**src/pkg/mcr_pkg.sv**
```systemverilog
package mcr_pkg;
  // Frame buffer and word limits
  localparam int MCR_BUF_BYTES = 32;
  localparam int MCR_MAX_WORDS = 8;
  // Byte positions inside a framed request or answer, header included
  localparam int MCR_HDR_LEN_LO = 5;
  localparam int MCR_HDR_BYTES = 6;
  localparam int MCR_PDU_UNIT = 6;
  localparam int MCR_PDU_FC = 7;
  localparam int MCR_PDU_ADDR = 8;
  localparam int MCR_PDU_CNT = 10;
  localparam int MCR_PDU_BCNT = 12;
  localparam int MCR_PDU_DATA = 13;
  localparam int MCR_PDU_RD_DATA = 9;
  localparam int MCR_EXC_LAST = 8;
  localparam int MCR_ECHO_LAST = 11;
  // Function codes and exception codes
  localparam logic [7:0] MCR_FC_READ_HOLD = 8'h03;
  localparam logic [7:0] MCR_FC_READ_INPUT = 8'h04;
  localparam logic [7:0] MCR_FC_WRITE_COIL = 8'h05;
  localparam logic [7:0] MCR_FC_WRITE_REG = 8'h06;
  localparam logic [7:0] MCR_FC_WRITE_MULTI = 8'h10;
  localparam logic [7:0] MCR_FC_ERROR = 8'h80;
  localparam logic [7:0] MCR_EXC_BAD_FUNC = 8'h01;
  localparam logic [7:0] MCR_EXC_BAD_ADDR = 8'h02;
  localparam logic [7:0] MCR_EXC_BAD_VALUE = 8'h03;
  localparam logic [15:0] MCR_COIL_ON = 16'hFF00;
  // Coils, input registers, holding registers
  localparam logic [15:0] MCR_COIL_RESTORE_WEB = 16'h007F;
  localparam logic [15:0] MCR_COIL_RESTORE_ID = 16'h0080;
  localparam logic [15:0] MCR_COIL_REBOOT = 16'h0085;
  localparam logic [15:0] MCR_IR_FW_VERSION = 16'h0097;
  localparam logic [15:0] MCR_IR_COMM_STATUS = 16'h009E;
  localparam logic [15:0] MCR_IR_PAIR_STATUS = 16'h00A0;
  localparam logic [15:0] MCR_HR_COUNTER_PRESET = 16'h0032;
  localparam logic [15:0] MCR_HR_RESET_CAUSE = 16'h00FF;
  localparam logic [15:0] MCR_HR_WD_PERIOD = 16'h0101;
  localparam logic [15:0] MCR_HR_WD_EVENTS = 16'h0102;
  localparam logic [15:0] MCR_HR_MODULE_NAME = 16'h0103;
  localparam logic [15:0] MCR_HR_TCP_TIMEOUT = 16'h0107;
  localparam logic [15:0] MCR_HR_SYS_TIMEOUT = 16'h0108;
  // Reset cause codes and enable thresholds
  localparam logic [15:0] MCR_CAUSE_POWER_ON = 16'h0001;
  localparam logic [15:0] MCR_CAUSE_WATCHDOG = 16'h0002;
  localparam logic [15:0] MCR_CAUSE_COMMAND = 16'h0003;
  localparam logic [15:0] MCR_WD_MIN = 16'h0005;
  localparam logic [15:0] MCR_TCP_MIN = 16'h0005;
  localparam logic [15:0] MCR_SYS_MIN = 16'h001E;
  localparam logic [15:0] MCR_SETTING_RESET = 16'h0000;
  // One second in clock cycles
  localparam int MCR_SEC_NS = 1000000000;
  localparam int MCR_CLK_NS = 20;
  localparam int MCR_TICKS_PER_SEC = MCR_SEC_NS / MCR_CLK_NS;

  typedef enum logic [1:0] {MCR_RECV, MCR_CHECK, MCR_EXEC, MCR_SEND} mcr_state_e;
endpackage

```
**src/logic/mcr_regs.sv**
```systemverilog
// Notes on behaviour
// - Each 16-bit word travels high byte first, then low byte.
// - A 32-bit value spans two registers, lower word first, each high byte first.
// - Every address space numbers its items from zero.
// - Header bytes 4-5 count the bytes that follow them in the frame.
// - Holding 0x32 takes the preset value for the digital counter.
// - Writing 1 to coil 0x7F pulses a restore of web settings.
// - Writing 1 to coil 0x85 pulses a module reboot.
// - Input 0x97 reads the firmware version as a decimal, 123 meaning 1.2.3.
// - Input 0x9E reads link status: 0 no error, 1 timeout.
// - Input 0xA0 reads pair status: 0 normal, 1 timeout, 2 disconnected.
// - Holding 0xFF reads the last reset cause: 1 power-on, 2 watchdog, 3 command; the code only loads 1 at reset, and hosts can overwrite it.
// - Holding 0x101 sets the host watchdog; below 5 disables; stored nonvolatile.
// - Holding 0x102 counts watchdog events since reset and is writable.
// - Holding 0x107 sets TCP timeout seconds; below 5 disables; 0 means default.
// - Holding 0x108 sets system timeout seconds; below 30 disables; 0 means default.
// - Flash-backed registers persist writes; hosts should not write them often.
// - A failed multi-register write answers function 0x90 plus an exception code.
module mcr_regs import mcr_pkg::*; #(
  parameter int TICKS_PER_SEC = MCR_TICKS_PER_SEC,
  parameter logic [15:0] FIRMWARE_VERSION = 16'h007B,
  // Arbitrary value
  parameter logic [15:0] MODULE_NAME = 16'h1234,
  parameter logic [15:0] TCP_DEFAULT_SEC = 16'h003C,
  parameter logic [15:0] SYS_DEFAULT_SEC = 16'h003C
) (
  // Clock and reset
  input wire logic clk_in,
  input wire logic rst_in,
  // Request byte stream
  input wire logic rx_valid_in,
  input wire logic [7:0] rx_data_in,
  output logic rx_ready_out,
  // Answer byte stream
  output logic tx_valid_out,
  output logic [7:0] tx_data_out,
  output logic tx_last_out,
  input wire logic tx_ready_in,
  // Status from pins
  input wire logic comm_timeout_in,
  input wire logic [1:0] pair_status_in,
  // Actions
  output logic restore_web_out,
  output logic restore_id_out,
  output logic reboot_out,
  output logic preset_load_out,
  output logic [15:0] counter_preset_out,
  output logic host_wd_expired_out,
  // Nonvolatile store requests
  output logic nv_write_out,
  output logic [15:0] nv_addr_out,
  output logic [15:0] nv_data_out,
  // Effective timeouts
  output logic tcp_timeout_en_out,
  output logic [15:0] tcp_timeout_sec_out,
  output logic sys_timeout_en_out,
  output logic [15:0] sys_timeout_sec_out
);
  typedef struct packed {
    mcr_state_e st;
    logic [MCR_BUF_BYTES-1:0][7:0] rxb;
    logic [MCR_BUF_BYTES-1:0][7:0] txb;
    logic [16:0] rcnt;
    logic [16:0] rtot;
    logic [4:0] tidx;
    logic [4:0] tlen;
    logic [3:0] widx;
    logic [7:0] exc;
    logic [15:0] preset;
    logic [15:0] reset_cause;
    logic [15:0] wd_period;
    logic [15:0] wd_events;
    logic [15:0] tcp_to;
    logic [15:0] sys_to;
    logic comm_s1;
    logic comm_s2;
    logic [1:0] pair_s1;
    logic [1:0] pair_s2;
    logic [31:0] tick_cnt;
    logic [15:0] wd_secs;
    logic rx_ready;
    logic tx_valid;
    logic [7:0] tx_data;
    logic tx_last;
    logic restore_web;
    logic restore_id;
    logic reboot;
    logic preset_load;
    logic wd_expired;
    logic nv_write;
    logic [15:0] nv_addr;
    logic [15:0] nv_data;
    logic tcp_en;
    logic [15:0] tcp_sec;
    logic sys_en;
    logic [15:0] sys_sec;
  } mcr_state_s;

  mcr_state_s s;
  mcr_state_s n;
  logic [7:0] fc;
  logic [15:0] base;
  logic [15:0] cnt;
  logic [15:0] val;
  logic [15:0] cur_a;
  logic we;
  logic [15:0] wa;
  logic [15:0] wd;
  logic last_word;
  logic tick;

  function automatic logic [15:0] word_at(input logic [MCR_BUF_BYTES-1:0][7:0] b,
                                          input int i);
    return {b[i], b[i+1]};
  endfunction

  function automatic logic addr_ok(input logic [7:0] f, input logic [15:0] a);
    case (f)
      MCR_FC_READ_INPUT: return a == MCR_IR_FW_VERSION || a == MCR_IR_COMM_STATUS ||
                                a == MCR_IR_PAIR_STATUS;
      MCR_FC_WRITE_COIL: return a == MCR_COIL_RESTORE_WEB || a == MCR_COIL_RESTORE_ID ||
                                a == MCR_COIL_REBOOT;
      MCR_FC_READ_HOLD: return a == MCR_HR_COUNTER_PRESET || a == MCR_HR_RESET_CAUSE ||
                               a == MCR_HR_WD_PERIOD || a == MCR_HR_WD_EVENTS ||
                               a == MCR_HR_MODULE_NAME || a == MCR_HR_TCP_TIMEOUT ||
                               a == MCR_HR_SYS_TIMEOUT;
      default: return a == MCR_HR_COUNTER_PRESET || a == MCR_HR_RESET_CAUSE ||
                      a == MCR_HR_WD_PERIOD || a == MCR_HR_WD_EVENTS ||
                      a == MCR_HR_TCP_TIMEOUT || a == MCR_HR_SYS_TIMEOUT;
    endcase
  endfunction

  assign fc = s.rxb[MCR_PDU_FC];
  assign base = word_at(s.rxb, MCR_PDU_ADDR);
  assign val = word_at(s.rxb, MCR_PDU_CNT);
  assign cnt = (fc == MCR_FC_WRITE_COIL || fc == MCR_FC_WRITE_REG) ? 16'h0001 : val;
  assign cur_a = base + {12'h000, s.widx};
  assign last_word = {12'h000, s.widx} == cnt - 16'h0001;
  assign tick = s.tick_cnt == 32'(TICKS_PER_SEC - 1);

  always_comb begin
    logic [15:0] rd;
    logic bad_fc;
    logic bad_val;
    logic feed;
    rd = 16'h0000;
    feed = 1'b0;
    n = s;
    we = 1'b0;
    wa = cur_a;
    wd = 16'h0000;
    n.restore_web = 1'b0;
    n.restore_id = 1'b0;
    n.reboot = 1'b0;
    n.preset_load = 1'b0;
    n.wd_expired = 1'b0;
    n.nv_write = 1'b0;
    n.comm_s1 = comm_timeout_in;
    n.comm_s2 = s.comm_s1;
    n.pair_s1 = pair_status_in;
    n.pair_s2 = s.pair_s1;
    n.tcp_sec = (s.tcp_to == MCR_SETTING_RESET) ? TCP_DEFAULT_SEC : s.tcp_to;
    n.tcp_en = n.tcp_sec >= MCR_TCP_MIN;
    n.sys_sec = (s.sys_to == MCR_SETTING_RESET) ? SYS_DEFAULT_SEC : s.sys_to;
    n.sys_en = n.sys_sec >= MCR_SYS_MIN;
    n.tick_cnt = tick ? 32'h0000_0000 : s.tick_cnt + 32'h0000_0001;
    bad_fc = !(fc inside {MCR_FC_READ_HOLD, MCR_FC_READ_INPUT, MCR_FC_WRITE_COIL,
                          MCR_FC_WRITE_REG, MCR_FC_WRITE_MULTI});
    bad_val = s.rtot > 17'(MCR_BUF_BYTES) || cnt == 16'h0000 ||
              cnt > 16'(MCR_MAX_WORDS) ||
              (fc == MCR_FC_WRITE_COIL && val != MCR_COIL_ON && val != 16'h0000) ||
              (fc == MCR_FC_WRITE_MULTI && {8'h00, s.rxb[MCR_PDU_BCNT]} != {cnt[14:0], 1'b0});
    case (s.st)
      MCR_RECV: begin
        if (rx_valid_in && s.rx_ready) begin
          if (s.rcnt < 17'(MCR_BUF_BYTES)) begin
            n.rxb[s.rcnt[4:0]] = rx_data_in;
          end
          n.rcnt = s.rcnt + 17'h0_0001;
          if (s.rcnt == 17'(MCR_HDR_LEN_LO)) begin
            n.rtot = 17'({s.rxb[MCR_HDR_LEN_LO-1], rx_data_in}) + 17'(MCR_HDR_BYTES);
          end
          if (s.rcnt >= 17'(MCR_HDR_LEN_LO) && n.rcnt == n.rtot) begin
            n.rx_ready = 1'b0;
            n.st = MCR_CHECK;
            n.widx = 4'h0;
            n.exc = 8'h00;
            n.rcnt = 17'h0_0000;
          end
        end
      end
      MCR_CHECK: begin
        n.txb[3:0] = s.rxb[3:0];
        n.txb[MCR_PDU_UNIT] = s.rxb[MCR_PDU_UNIT];
        n.txb[MCR_PDU_FC] = fc;
        if (s.widx == 4'h0 && bad_fc) begin
          n.exc = MCR_EXC_BAD_FUNC;
        end else if (s.widx == 4'h0 && bad_val) begin
          n.exc = MCR_EXC_BAD_VALUE;
        end else if (!addr_ok(fc, cur_a)) begin
          n.exc = MCR_EXC_BAD_ADDR;
        end
        if (n.exc != 8'h00) begin
          // error answer sets the top function bit
          n.txb[MCR_PDU_FC] = fc | MCR_FC_ERROR;
          n.txb[MCR_PDU_ADDR] = n.exc;
          n.txb[4] = 8'h00;
          n.txb[5] = 8'h03;
          n.tlen = 5'(MCR_EXC_LAST);
          n.tidx = 5'h00;
          n.st = MCR_SEND;
        end else if (last_word) begin
          n.widx = 4'h0;
          n.st = MCR_EXEC;
          // Any request that passes every check without an exception feeds the host watchdog
          feed = 1'b1;
        end else begin
          n.widx = s.widx + 4'h1;
        end
      end
      MCR_EXEC: begin
        n.txb[4] = 8'h00;
        if (fc == MCR_FC_READ_HOLD || fc == MCR_FC_READ_INPUT) begin
          if (fc == MCR_FC_READ_INPUT) begin
            case (cur_a)
              MCR_IR_FW_VERSION: rd = FIRMWARE_VERSION;
              MCR_IR_COMM_STATUS: rd = {15'h0000, s.comm_s2};
              default: rd = {14'h0000, s.pair_s2};
            endcase
          end else begin
            case (cur_a)
              MCR_HR_COUNTER_PRESET: rd = s.preset;
              MCR_HR_RESET_CAUSE: rd = s.reset_cause;
              MCR_HR_WD_PERIOD: rd = s.wd_period;
              MCR_HR_WD_EVENTS: rd = s.wd_events;
              MCR_HR_MODULE_NAME: rd = MODULE_NAME;
              MCR_HR_TCP_TIMEOUT: rd = s.tcp_to;
              default: rd = s.sys_to;
            endcase
          end
          // words in address order, low word first
          n.txb[5'(MCR_PDU_RD_DATA + 2 * int'(s.widx))] = rd[15:8];
          n.txb[5'(MCR_PDU_RD_DATA + 2 * int'(s.widx) + 1)] = rd[7:0];
          n.txb[MCR_PDU_ADDR] = {cnt[6:0], 1'b0};
          n.txb[5] = 8'(3 + 2 * int'(cnt[3:0]));
          n.tlen = 5'(MCR_PDU_RD_DATA - 1 + 2 * int'(cnt[3:0]));
        end else begin
          n.txb[MCR_ECHO_LAST:MCR_PDU_ADDR] = s.rxb[MCR_ECHO_LAST:MCR_PDU_ADDR];
          n.txb[5] = 8'h06;
          n.tlen = 5'(MCR_ECHO_LAST);
          if (fc == MCR_FC_WRITE_COIL) begin
            n.restore_web = val == MCR_COIL_ON && cur_a == MCR_COIL_RESTORE_WEB;
            n.restore_id = val == MCR_COIL_ON && cur_a == MCR_COIL_RESTORE_ID;
            n.reboot = val == MCR_COIL_ON && cur_a == MCR_COIL_REBOOT;
          end else begin
            we = 1'b1;
            wd = (fc == MCR_FC_WRITE_REG) ? val
                 : word_at(s.rxb, MCR_PDU_DATA + 2 * int'(s.widx));
          end
        end
        if (last_word) begin
          n.tidx = 5'h00;
          n.st = MCR_SEND;
        end else begin
          n.widx = s.widx + 4'h1;
        end
      end
      MCR_SEND: begin
        if (!s.tx_valid) begin
          n.tx_valid = 1'b1;
          n.tx_data = s.txb[s.tidx];
          n.tx_last = s.tidx == s.tlen;
        end else if (tx_ready_in) begin
          if (s.tx_last) begin
            n.tx_valid = 1'b0;
            n.tx_last = 1'b0;
            n.rx_ready = 1'b1;
            n.st = MCR_RECV;
          end else begin
            n.tidx = s.tidx + 5'h01;
            n.tx_data = s.txb[n.tidx];
            n.tx_last = n.tidx == s.tlen;
          end
        end
      end
      default: n.st = MCR_RECV;
    endcase
    if (we) begin
      case (wa)
        MCR_HR_COUNTER_PRESET: begin
          n.preset = wd;
          n.preset_load = 1'b1;
        end
        MCR_HR_RESET_CAUSE: n.reset_cause = wd;
        MCR_HR_WD_PERIOD: n.wd_period = wd;
        MCR_HR_WD_EVENTS: n.wd_events = wd;
        MCR_HR_TCP_TIMEOUT: n.tcp_to = wd;
        default: n.sys_to = wd;
      endcase
      // flash-backed settings go to the store
      if (wa == MCR_HR_WD_PERIOD || wa == MCR_HR_TCP_TIMEOUT || wa == MCR_HR_SYS_TIMEOUT) begin
        n.nv_write = 1'b1;
        n.nv_addr = wa;
        n.nv_data = wd;
      end
    end
    // enabled from five seconds up
    // A feed in a tick cycle must still restart the count
    if (s.wd_period < MCR_WD_MIN || feed) begin
      n.wd_secs = 16'h0000;
    end else if (tick) begin
      if (s.wd_secs + 16'h0001 >= s.wd_period) begin
        n.wd_secs = 16'h0000;
        n.wd_expired = 1'b1;
        // saturating count; event applied after a same-cycle write
        if (n.wd_events != 16'hFFFF) begin
          n.wd_events = n.wd_events + 16'h0001;
        end
      end else begin
        n.wd_secs = s.wd_secs + 16'h0001;
      end
    end
  end

  always_ff @(posedge clk_in) begin
    if (rst_in) begin
      s <= '0;
      s.reset_cause <= MCR_CAUSE_POWER_ON;
      s.rx_ready <= 1'b1;
    end else begin
      s <= n;
    end
  end

  assign rx_ready_out = s.rx_ready;
  assign tx_valid_out = s.tx_valid;
  assign tx_data_out = s.tx_data;
  assign tx_last_out = s.tx_last;
  assign restore_web_out = s.restore_web;
  assign restore_id_out = s.restore_id;
  assign reboot_out = s.reboot;
  assign preset_load_out = s.preset_load;
  assign counter_preset_out = s.preset;
  assign host_wd_expired_out = s.wd_expired;
  assign nv_write_out = s.nv_write;
  assign nv_addr_out = s.nv_addr;
  assign nv_data_out = s.nv_data;
  assign tcp_timeout_en_out = s.tcp_en;
  assign tcp_timeout_sec_out = s.tcp_sec;
  assign sys_timeout_en_out = s.sys_en;
  assign sys_timeout_sec_out = s.sys_sec;
endmodule

```
**config.mk**
```make
export PLATFORM = sky130hd
export DESIGN_NAME = mcr_regs
export DESIGN_NICKNAME = d
export VERILOG_FILES = /design/src/pkg/mcr_pkg.sv /design/src/logic/mcr_regs.sv
export SDC_FILE = /design/constraint.sdc
export NUM_CORES = 2
export LEC_CHECK = 0
export ABC_AREA = 1
export BUFFER_PORTS_ARGS = -buffer_cell sky130_fd_sc_hd__buf_2
export CAP_MARGIN = 5
export CORE_AREA = 2 2 269 271
export CTS_CLUSTER_DIAMETER = 60
export DETAILED_ROUTE_END_ITERATION = 8
export DIE_AREA = 0 0 271 273
export PLACE_DENSITY = 0.76
export SKIP_LAST_GASP = 1
export SLEW_MARGIN = 20
export SYNTH_ARGS = -nofsm -noshare
export SYNTH_HDL_FRONTEND = slang
export SYNTH_SLANG_ARGS = --single-unit
```
**constraint.sdc**
```tcl
create_clock -name clk_in -period 4.9 [get_ports clk_in]
set_clock_uncertainty 0.15 [all_clocks]
set_input_delay 0.49 -clock clk_in [delete_from_list [all_inputs] [get_ports clk_in]]
set_output_delay 0.49 -clock clk_in [all_outputs]
set_load 0.02 [all_outputs]
```
* Word-level counts from Yosys, hierarchy flattened
Index checks and enable logic that the tools add are counted.
Storage, ports and cells: output and inout bits 99, word-level logic and storage cells 356, memory bits (writable) 0, latch bits 0, register bits 803, input port bits 15, bits in read-only memories 0, memories 0
Cells by class: add/subtract/negate cells 15, divide/modulo/power cells 0, reductions and logical operators 72, bitwise gates (word level) 5, equality and inequality tests 45, order comparisons 18, muxes and demuxes 102, shift operators 0, multipliers 0
Operator list (count):
- $bwmux W256 | 3
- $mux W16 | 21
- $mux W258 | 1
- $mux W256 | 1
- $bmux W8 S5 | 4
- $pmux W72 S2 | 1
- $demux W8 S5 | 3
- $mux W8 | 14
- $eq A16 B8 Y1 const B | 6
- $pmux W16 S6 | 1
- $eq A16 B9 Y1 const B | 5
- $mux W17 | 4
- $logic_not A16 Y1 | 3
- $mux W48 | 1
- $mux W40 | 1
- $mux W33 | 1
- $add A16 B1 Y16 const B | 2
- $add A32 B1 Y32 const B | 1
- $eq A32 B26 Y1 const B | 1
- $mux W32 | 1
- $ne A16 B16 Y1 const B | 2
- $ne A2 B2 Y1 const B | 13
- $mux W5 | 5
- $eq A8 B3 Y1 const B | 3
- other kinds (71) | 159

* Logic depth before layout (Yosys ltp)
word-level depth 21, gate-level depth with buffers 31, mapped depth without buffers 29

* Worst setup path after synthesis
Ideal clock, no wire load.
path type reg-to-reg, start register s[242] (netlist name), end register s[179] (netlist name), cell stages (with the launch flop) 31, clock period less this slack 4125 ps, slack 775 ps, setup time 132 ps, required time 4618 ps, buffers on the path 3, arrival 3843 ps, path through dfxtp_1 > clkbuf_1 > inv_1 > clkbuf_1 > fa_1 > inv_1 > nand3_1 > nand2_1 > nand2_1 > nand2_1 > nand2_2 > nor2_4 > nand3_4 > nor2_8 > nand3_2 > buf_2 > nand2_1 > nand2_1 > ha_1 > nand2_1 > nor2_4 > nand2_4 > inv_4 > nand2_4 > nand3_1 > nand2_1 > nand2_1 > nand2_1 > nand2_1 > nand2_1 > a21oi_2
Between the ends: cells in the longest elaborated chain, start to end 21, elaborated cells between the ends (all ways) 63, classes of those cells 4 x add/sub; 15 x eq/ne; 27 x mux; 17 x reduce/logical
RTL lines:
- from (decl) | RTL line mcr_regs.sv:99 | mcr_state_s s;
- from (signal assigned) | RTL line mcr_regs.sv:331 | s <= n;
- branches (longest 20 deep; another with $add A16 B1 Y16)
- $mux W16 (*) | RTL line mcr_regs.sv:309 | if (s.wd_period < MCR_WD_MIN || feed) begin
Mark *: on every way between the ends. The select of a mux whose other input is x is not followed. A chain may end at the register's enable or synchronous reset.

* Worst setup path after layout
start register s[241] (netlist name), end register s[327] (netlist name)
Between the ends: cells in the longest elaborated chain, start to end 19, elaborated cells between the ends (all ways) 61, classes of those cells 3 x add/sub; 4 x order compare; 14 x eq/ne; 21 x mux; 19 x reduce/logical
RTL lines:
- $add A16 B4 Y16 | RTL line mcr_regs.sv:137 | assign cur_a = base + {12'h000, s.widx};
- $eq A16 B6 Y1 or $eq A16 B8 Y1 (tied branches) | RTL line mcr_regs.sv:123, mcr_regs.sv:127, mcr_regs.sv:231
- $logic_or A1 B1 Y1 (2 in a row) | RTL line mcr_regs.sv:123, mcr_regs.sv:127
- $logic_or A1 B1 Y1 | RTL line mcr_regs.sv:124, mcr_regs.sv:128
- $logic_or A1 B1 Y1 | RTL line mcr_regs.sv:124 | a == MCR_HR_WD_PERIOD || a == MCR_HR_WD_EVENTS ||
- $logic_or A1 B1 Y1 (2 in a row) | RTL line mcr_regs.sv:125 | a == MCR_HR_MODULE_NAME || a == MCR_HR_TCP_TIMEOUT ||
- $pmux W1 S3 | RTL line mcr_regs.sv:118 | case (f)
- $mux W1 | RTL line mcr_regs.sv:198 | end else if (s.widx == 4'h0 && bad_val) begin
- $mux W1 | RTL line mcr_regs.sv:196 | if (s.widx == 4'h0 && bad_fc) begin
- $mux W1 | RTL line mcr_regs.sv:173 | case (s.st)
- $mux W8 | RTL line mcr_regs.sv:200 | end else if (!addr_ok(fc, cur_a)) begin
- $mux W8 | RTL line mcr_regs.sv:198
- $mux W8 | RTL line mcr_regs.sv:196
- $mux W8 | RTL line mcr_regs.sv:173
- $reduce_bool A8 Y1 | RTL line mcr_regs.sv:203 | if (n.exc != 8'h00) begin
- $ne A2 B2 Y1 (no source line)
- $reduce_and A2 Y1 (no source line)
Parallel ways exist; a longest one is shown, timed or not. The select of a mux whose other input is x is not followed.

==> flow_summary.toml <==
[status]
status = "finished, final reports clean"

[drt]
wl_per_cell_um = 20.7
first_iter_violations = 6138
drt_wl_total_mm = 144
vias = 43100
drc = 0
viasPerCell = 6.17
detail_route.first_pass.iterations = 8
ant_nets = 0

[final_layout]
multi_input_area_mm2 = 0.0219
utilization = 0.646
diodes = 0
fill_cells = 6429
area_growth_syn_to_layout_pct = 8.68
nNetsFinal = 6038
drive_gt1_frac = 0.0942
final_common_cell = "nand2_1"
final_cells = 6990
seqCellArea_mm2 = 0.0160
layout_common_cells = "nand2_1 (824), o21ai_0 (818), dfxtp_1 (799)"

[yosys]
synthCells = 6117
ys_warn_count = 0
yosysUniqueCellTypes = 69
syn_nets = 6184
syn-cell-area_mm2 = 0.0422
synthFlopType = "dfxtp_1"
synth-edff-count = 0
ys_seq_area_frac = 0.380
async_reset_ff_frac = 0
yosysTopAreaCellShare = 0.380
yosys-top-cells-area = "dfxtp_1 (38%), o21ai_0 (9.7%), a21oi_1 (9.4%), nand2_1 (7.3%), nor2_1 (5.8%)"
synth-seq-cells = 801
yosysTopAreaCell = "dfxtp_1"
avgSynthCellArea_um2 = 6.90

[sta]
relSlewSlack = 0.240
setup_tns_ns = 0
max_clock_freq_mhz = 224
layout_min_cycle_time_ns = 4.47
setup_viol = 0
rsz0062_at_grt = "false"
hold_viol_final = 0
worstMarginPinSlew_ns = 1.14
fin_crit_sh = 0.912
drv_slew = 0

[run]
cap_violations = 0

[cts]
ctsHtreeMaxLevel = 3
cts_buffers = 87
path_clk_slew_ns = 0.06
cts_resized = 0
cts.sinks = 801
insertion_delay_ns = 0.66
cts_tree = "yes"
clk_path_buf_depth = 3
cts-root-buf = "clkbuf_16"

[setup_path]
critical_path.endpoint_type = "register"
rr_startpoint = "s[241]$_SDFFE_PP0P_"
path_class = "register to register"
cp-start-kind = "register"
r2r_setup_slack_ns = 0.43
worstRegToRegCells = 22
cp_data_required_time_ns = 5.28
worstReg2RegEnd = "s[327]$_SDFFE_PP0P_"
crit_arrival_ns = 4.85
crit_fanout = 14

[hold_path]
min_path_type = "input pin to register"
min_to = "s[564]$_SDFFE_PP0P_"
whs_path_depth = 3
min_from = "rx_data_in[3]"

[grt]
grt_pass1_wl_mm = 222
antenna_found_initial = 1
grtUsageTotal = 0.377
grt_pass1_vias = 38400
overflow = 0
grt_max_degree = 215

[die]
die_area_mm2 = 0.0740
num_rows = 98
fp.dieH_um = 273
core_mm2 = 0.0710
ios = 114
initial_utilization = 0.595
die_w_um = 271

[pwr]
power_density_mw_per_mm2 = 304
ir_drop_mv = 0.261
leakage_uw = 0.0181

[placement]
hpwl_mm = 99.2
gp_congestion = 1.07
numPortBuffers = 113
post-place-cells = 6828
## through the flow
stage / hold slack [ns] / total power, µW / cell area (µm²) / setup slack [ns]
after global routing: 0.126 / 14200 / 45900 / 0.225
after detailed placement: 0.258 / 7160 / 42800 / 0.587
after CTS: 0.0970 / 13900 / 45900 / 0.556
final: 0.120 / 13900 / 45900 / 0.429
after floorplan: 0.238 / 7020 / 42200 / 0.775
after global placement: 0.252 / 7150 / 42800 / 0.719
## per-layer routing
| layer | global-route usage | vias up | wire length, µm |
|---|---|---|---|
| met1 | 0.528 | 19900 | 60000 |
| met4 | 0.175 | 0 | 7200 |
| met2 | 0.556 | 2434 | 60400 |
| li1 | - | 20400 | - |
| met5 | 0 | - | 0 |
| met3 | 0.0765 | 437 | 16900 |
## power by group
| part | switching, µW | internal, µW |
|---|---|---|
| registers | 39.1 | 6560 |
| logic | 330 | 111 |
| clock network | 2890 | 4010 |
| total | 3260 | 10700 |
## cells by family (layout without fill, tap and decap cells)
kind of cell             Yosys count  count (layout)  share of synthesized area
XOR/XNOR                          71              71                     0.0149
buffers and inverters           1046             969                      0.103
AO/OA/AOI/OAI                   1998            1998                      0.260
adder cells (fa/ha/maj)           52              52                     0.0156
AND/OR/NAND/NOR                 2148            2148                      0.227
multiplexers                       1               1                   0.000267
flip-flops                       801             801                      0.380
## flip-flops by register name, indices dropped and copies added (netlist names), 8 cells and up
name / cells
fc: 8
s: 675
tx_data_out: 8
nv_data_out: 16
nv_addr_out: 16
base: 16
sys_timeout_sec_out: 16
tcp_timeout_sec_out: 16
counter_preset_out: 16
## synthesized netlist by cell type (26+ instances only)
library cell,count
nand2_1,824
o21ai_0,818
dfxtp_1,801
a21oi_1,796
nor2_1,652
inv_1,518
nand3_1,354
clkbuf_1,324
o211ai_1,121
a211oi_1,108
buf_4,90
nand4_1,75
nor3_1,62
ha_1,51
xor2_1,50
inv_2,39
nor2_2,37
buf_2,30
nand2_2,26
## repair_timing
item | CTS | global route
buffers inserted | 0 | 0
setup endpoints to repair | 0 | 0
hold buffers | 4 | 0
endpoints found under the hold margin | 4 | 0
## worst max path at each step
stage,from,endpoint,slack [ns],depth (start not counted)
floorplan,s[242]$_SDFFE_PP0P_,s[179]$_SDFF_PP0_,0.77,30
global placement,s[241]$_SDFFE_PP0P_,s[327]$_SDFFE_PP0P_,0.72,22
detailed placement,s[241]$_SDFFE_PP0P_,s[494]$_SDFFE_PP0P_,0.59,21
CTS,s[241]$_SDFFE_PP0P_,s[321]$_SDFFE_PP0P_,0.56,22
global route,s[241]$_SDFFE_PP0P_,s[385]$_SDFFE_PP0P_,0.22,22
finish,s[241]$_SDFFE_PP0P_,s[327]$_SDFFE_PP0P_,0.43,22
## critical path, cell delays in order (launching register included)
cell and delay (ns):
dfxtp_4 0.43, ha_1 0.24, inv_1 0.07, fa_1 0.41, inv_1 0.11, nand3_1 0.09
nand2_1 0.17, nand2_1 0.07, nand2_1 0.07, nand2_2 0.08, nor2_4 0.13, nand3_4 0.13
nor2_8 0.29, nand2_4 0.13, inv_1 0.32, nor2_1 0.13, nand3_1 0.19, buf_4 0.21
o211ai_1 0.10, nand2_1 0.10, nand2_1 0.37, a21oi_1 0.29, nor3_2 0.05
## layout make-up
cell class | count | area share
clock inverters | 41 | 0.0114
well taps | 950 | 0.0259
flip-flops and latches | 801 | 0.350
multi-input cells | 4270 | 0.476
repair buffers | 240 | 0.0357
clock buffers | 117 | 0.0539
inverters | 571 | 0.0472
(Power assumes the default switching activity.)
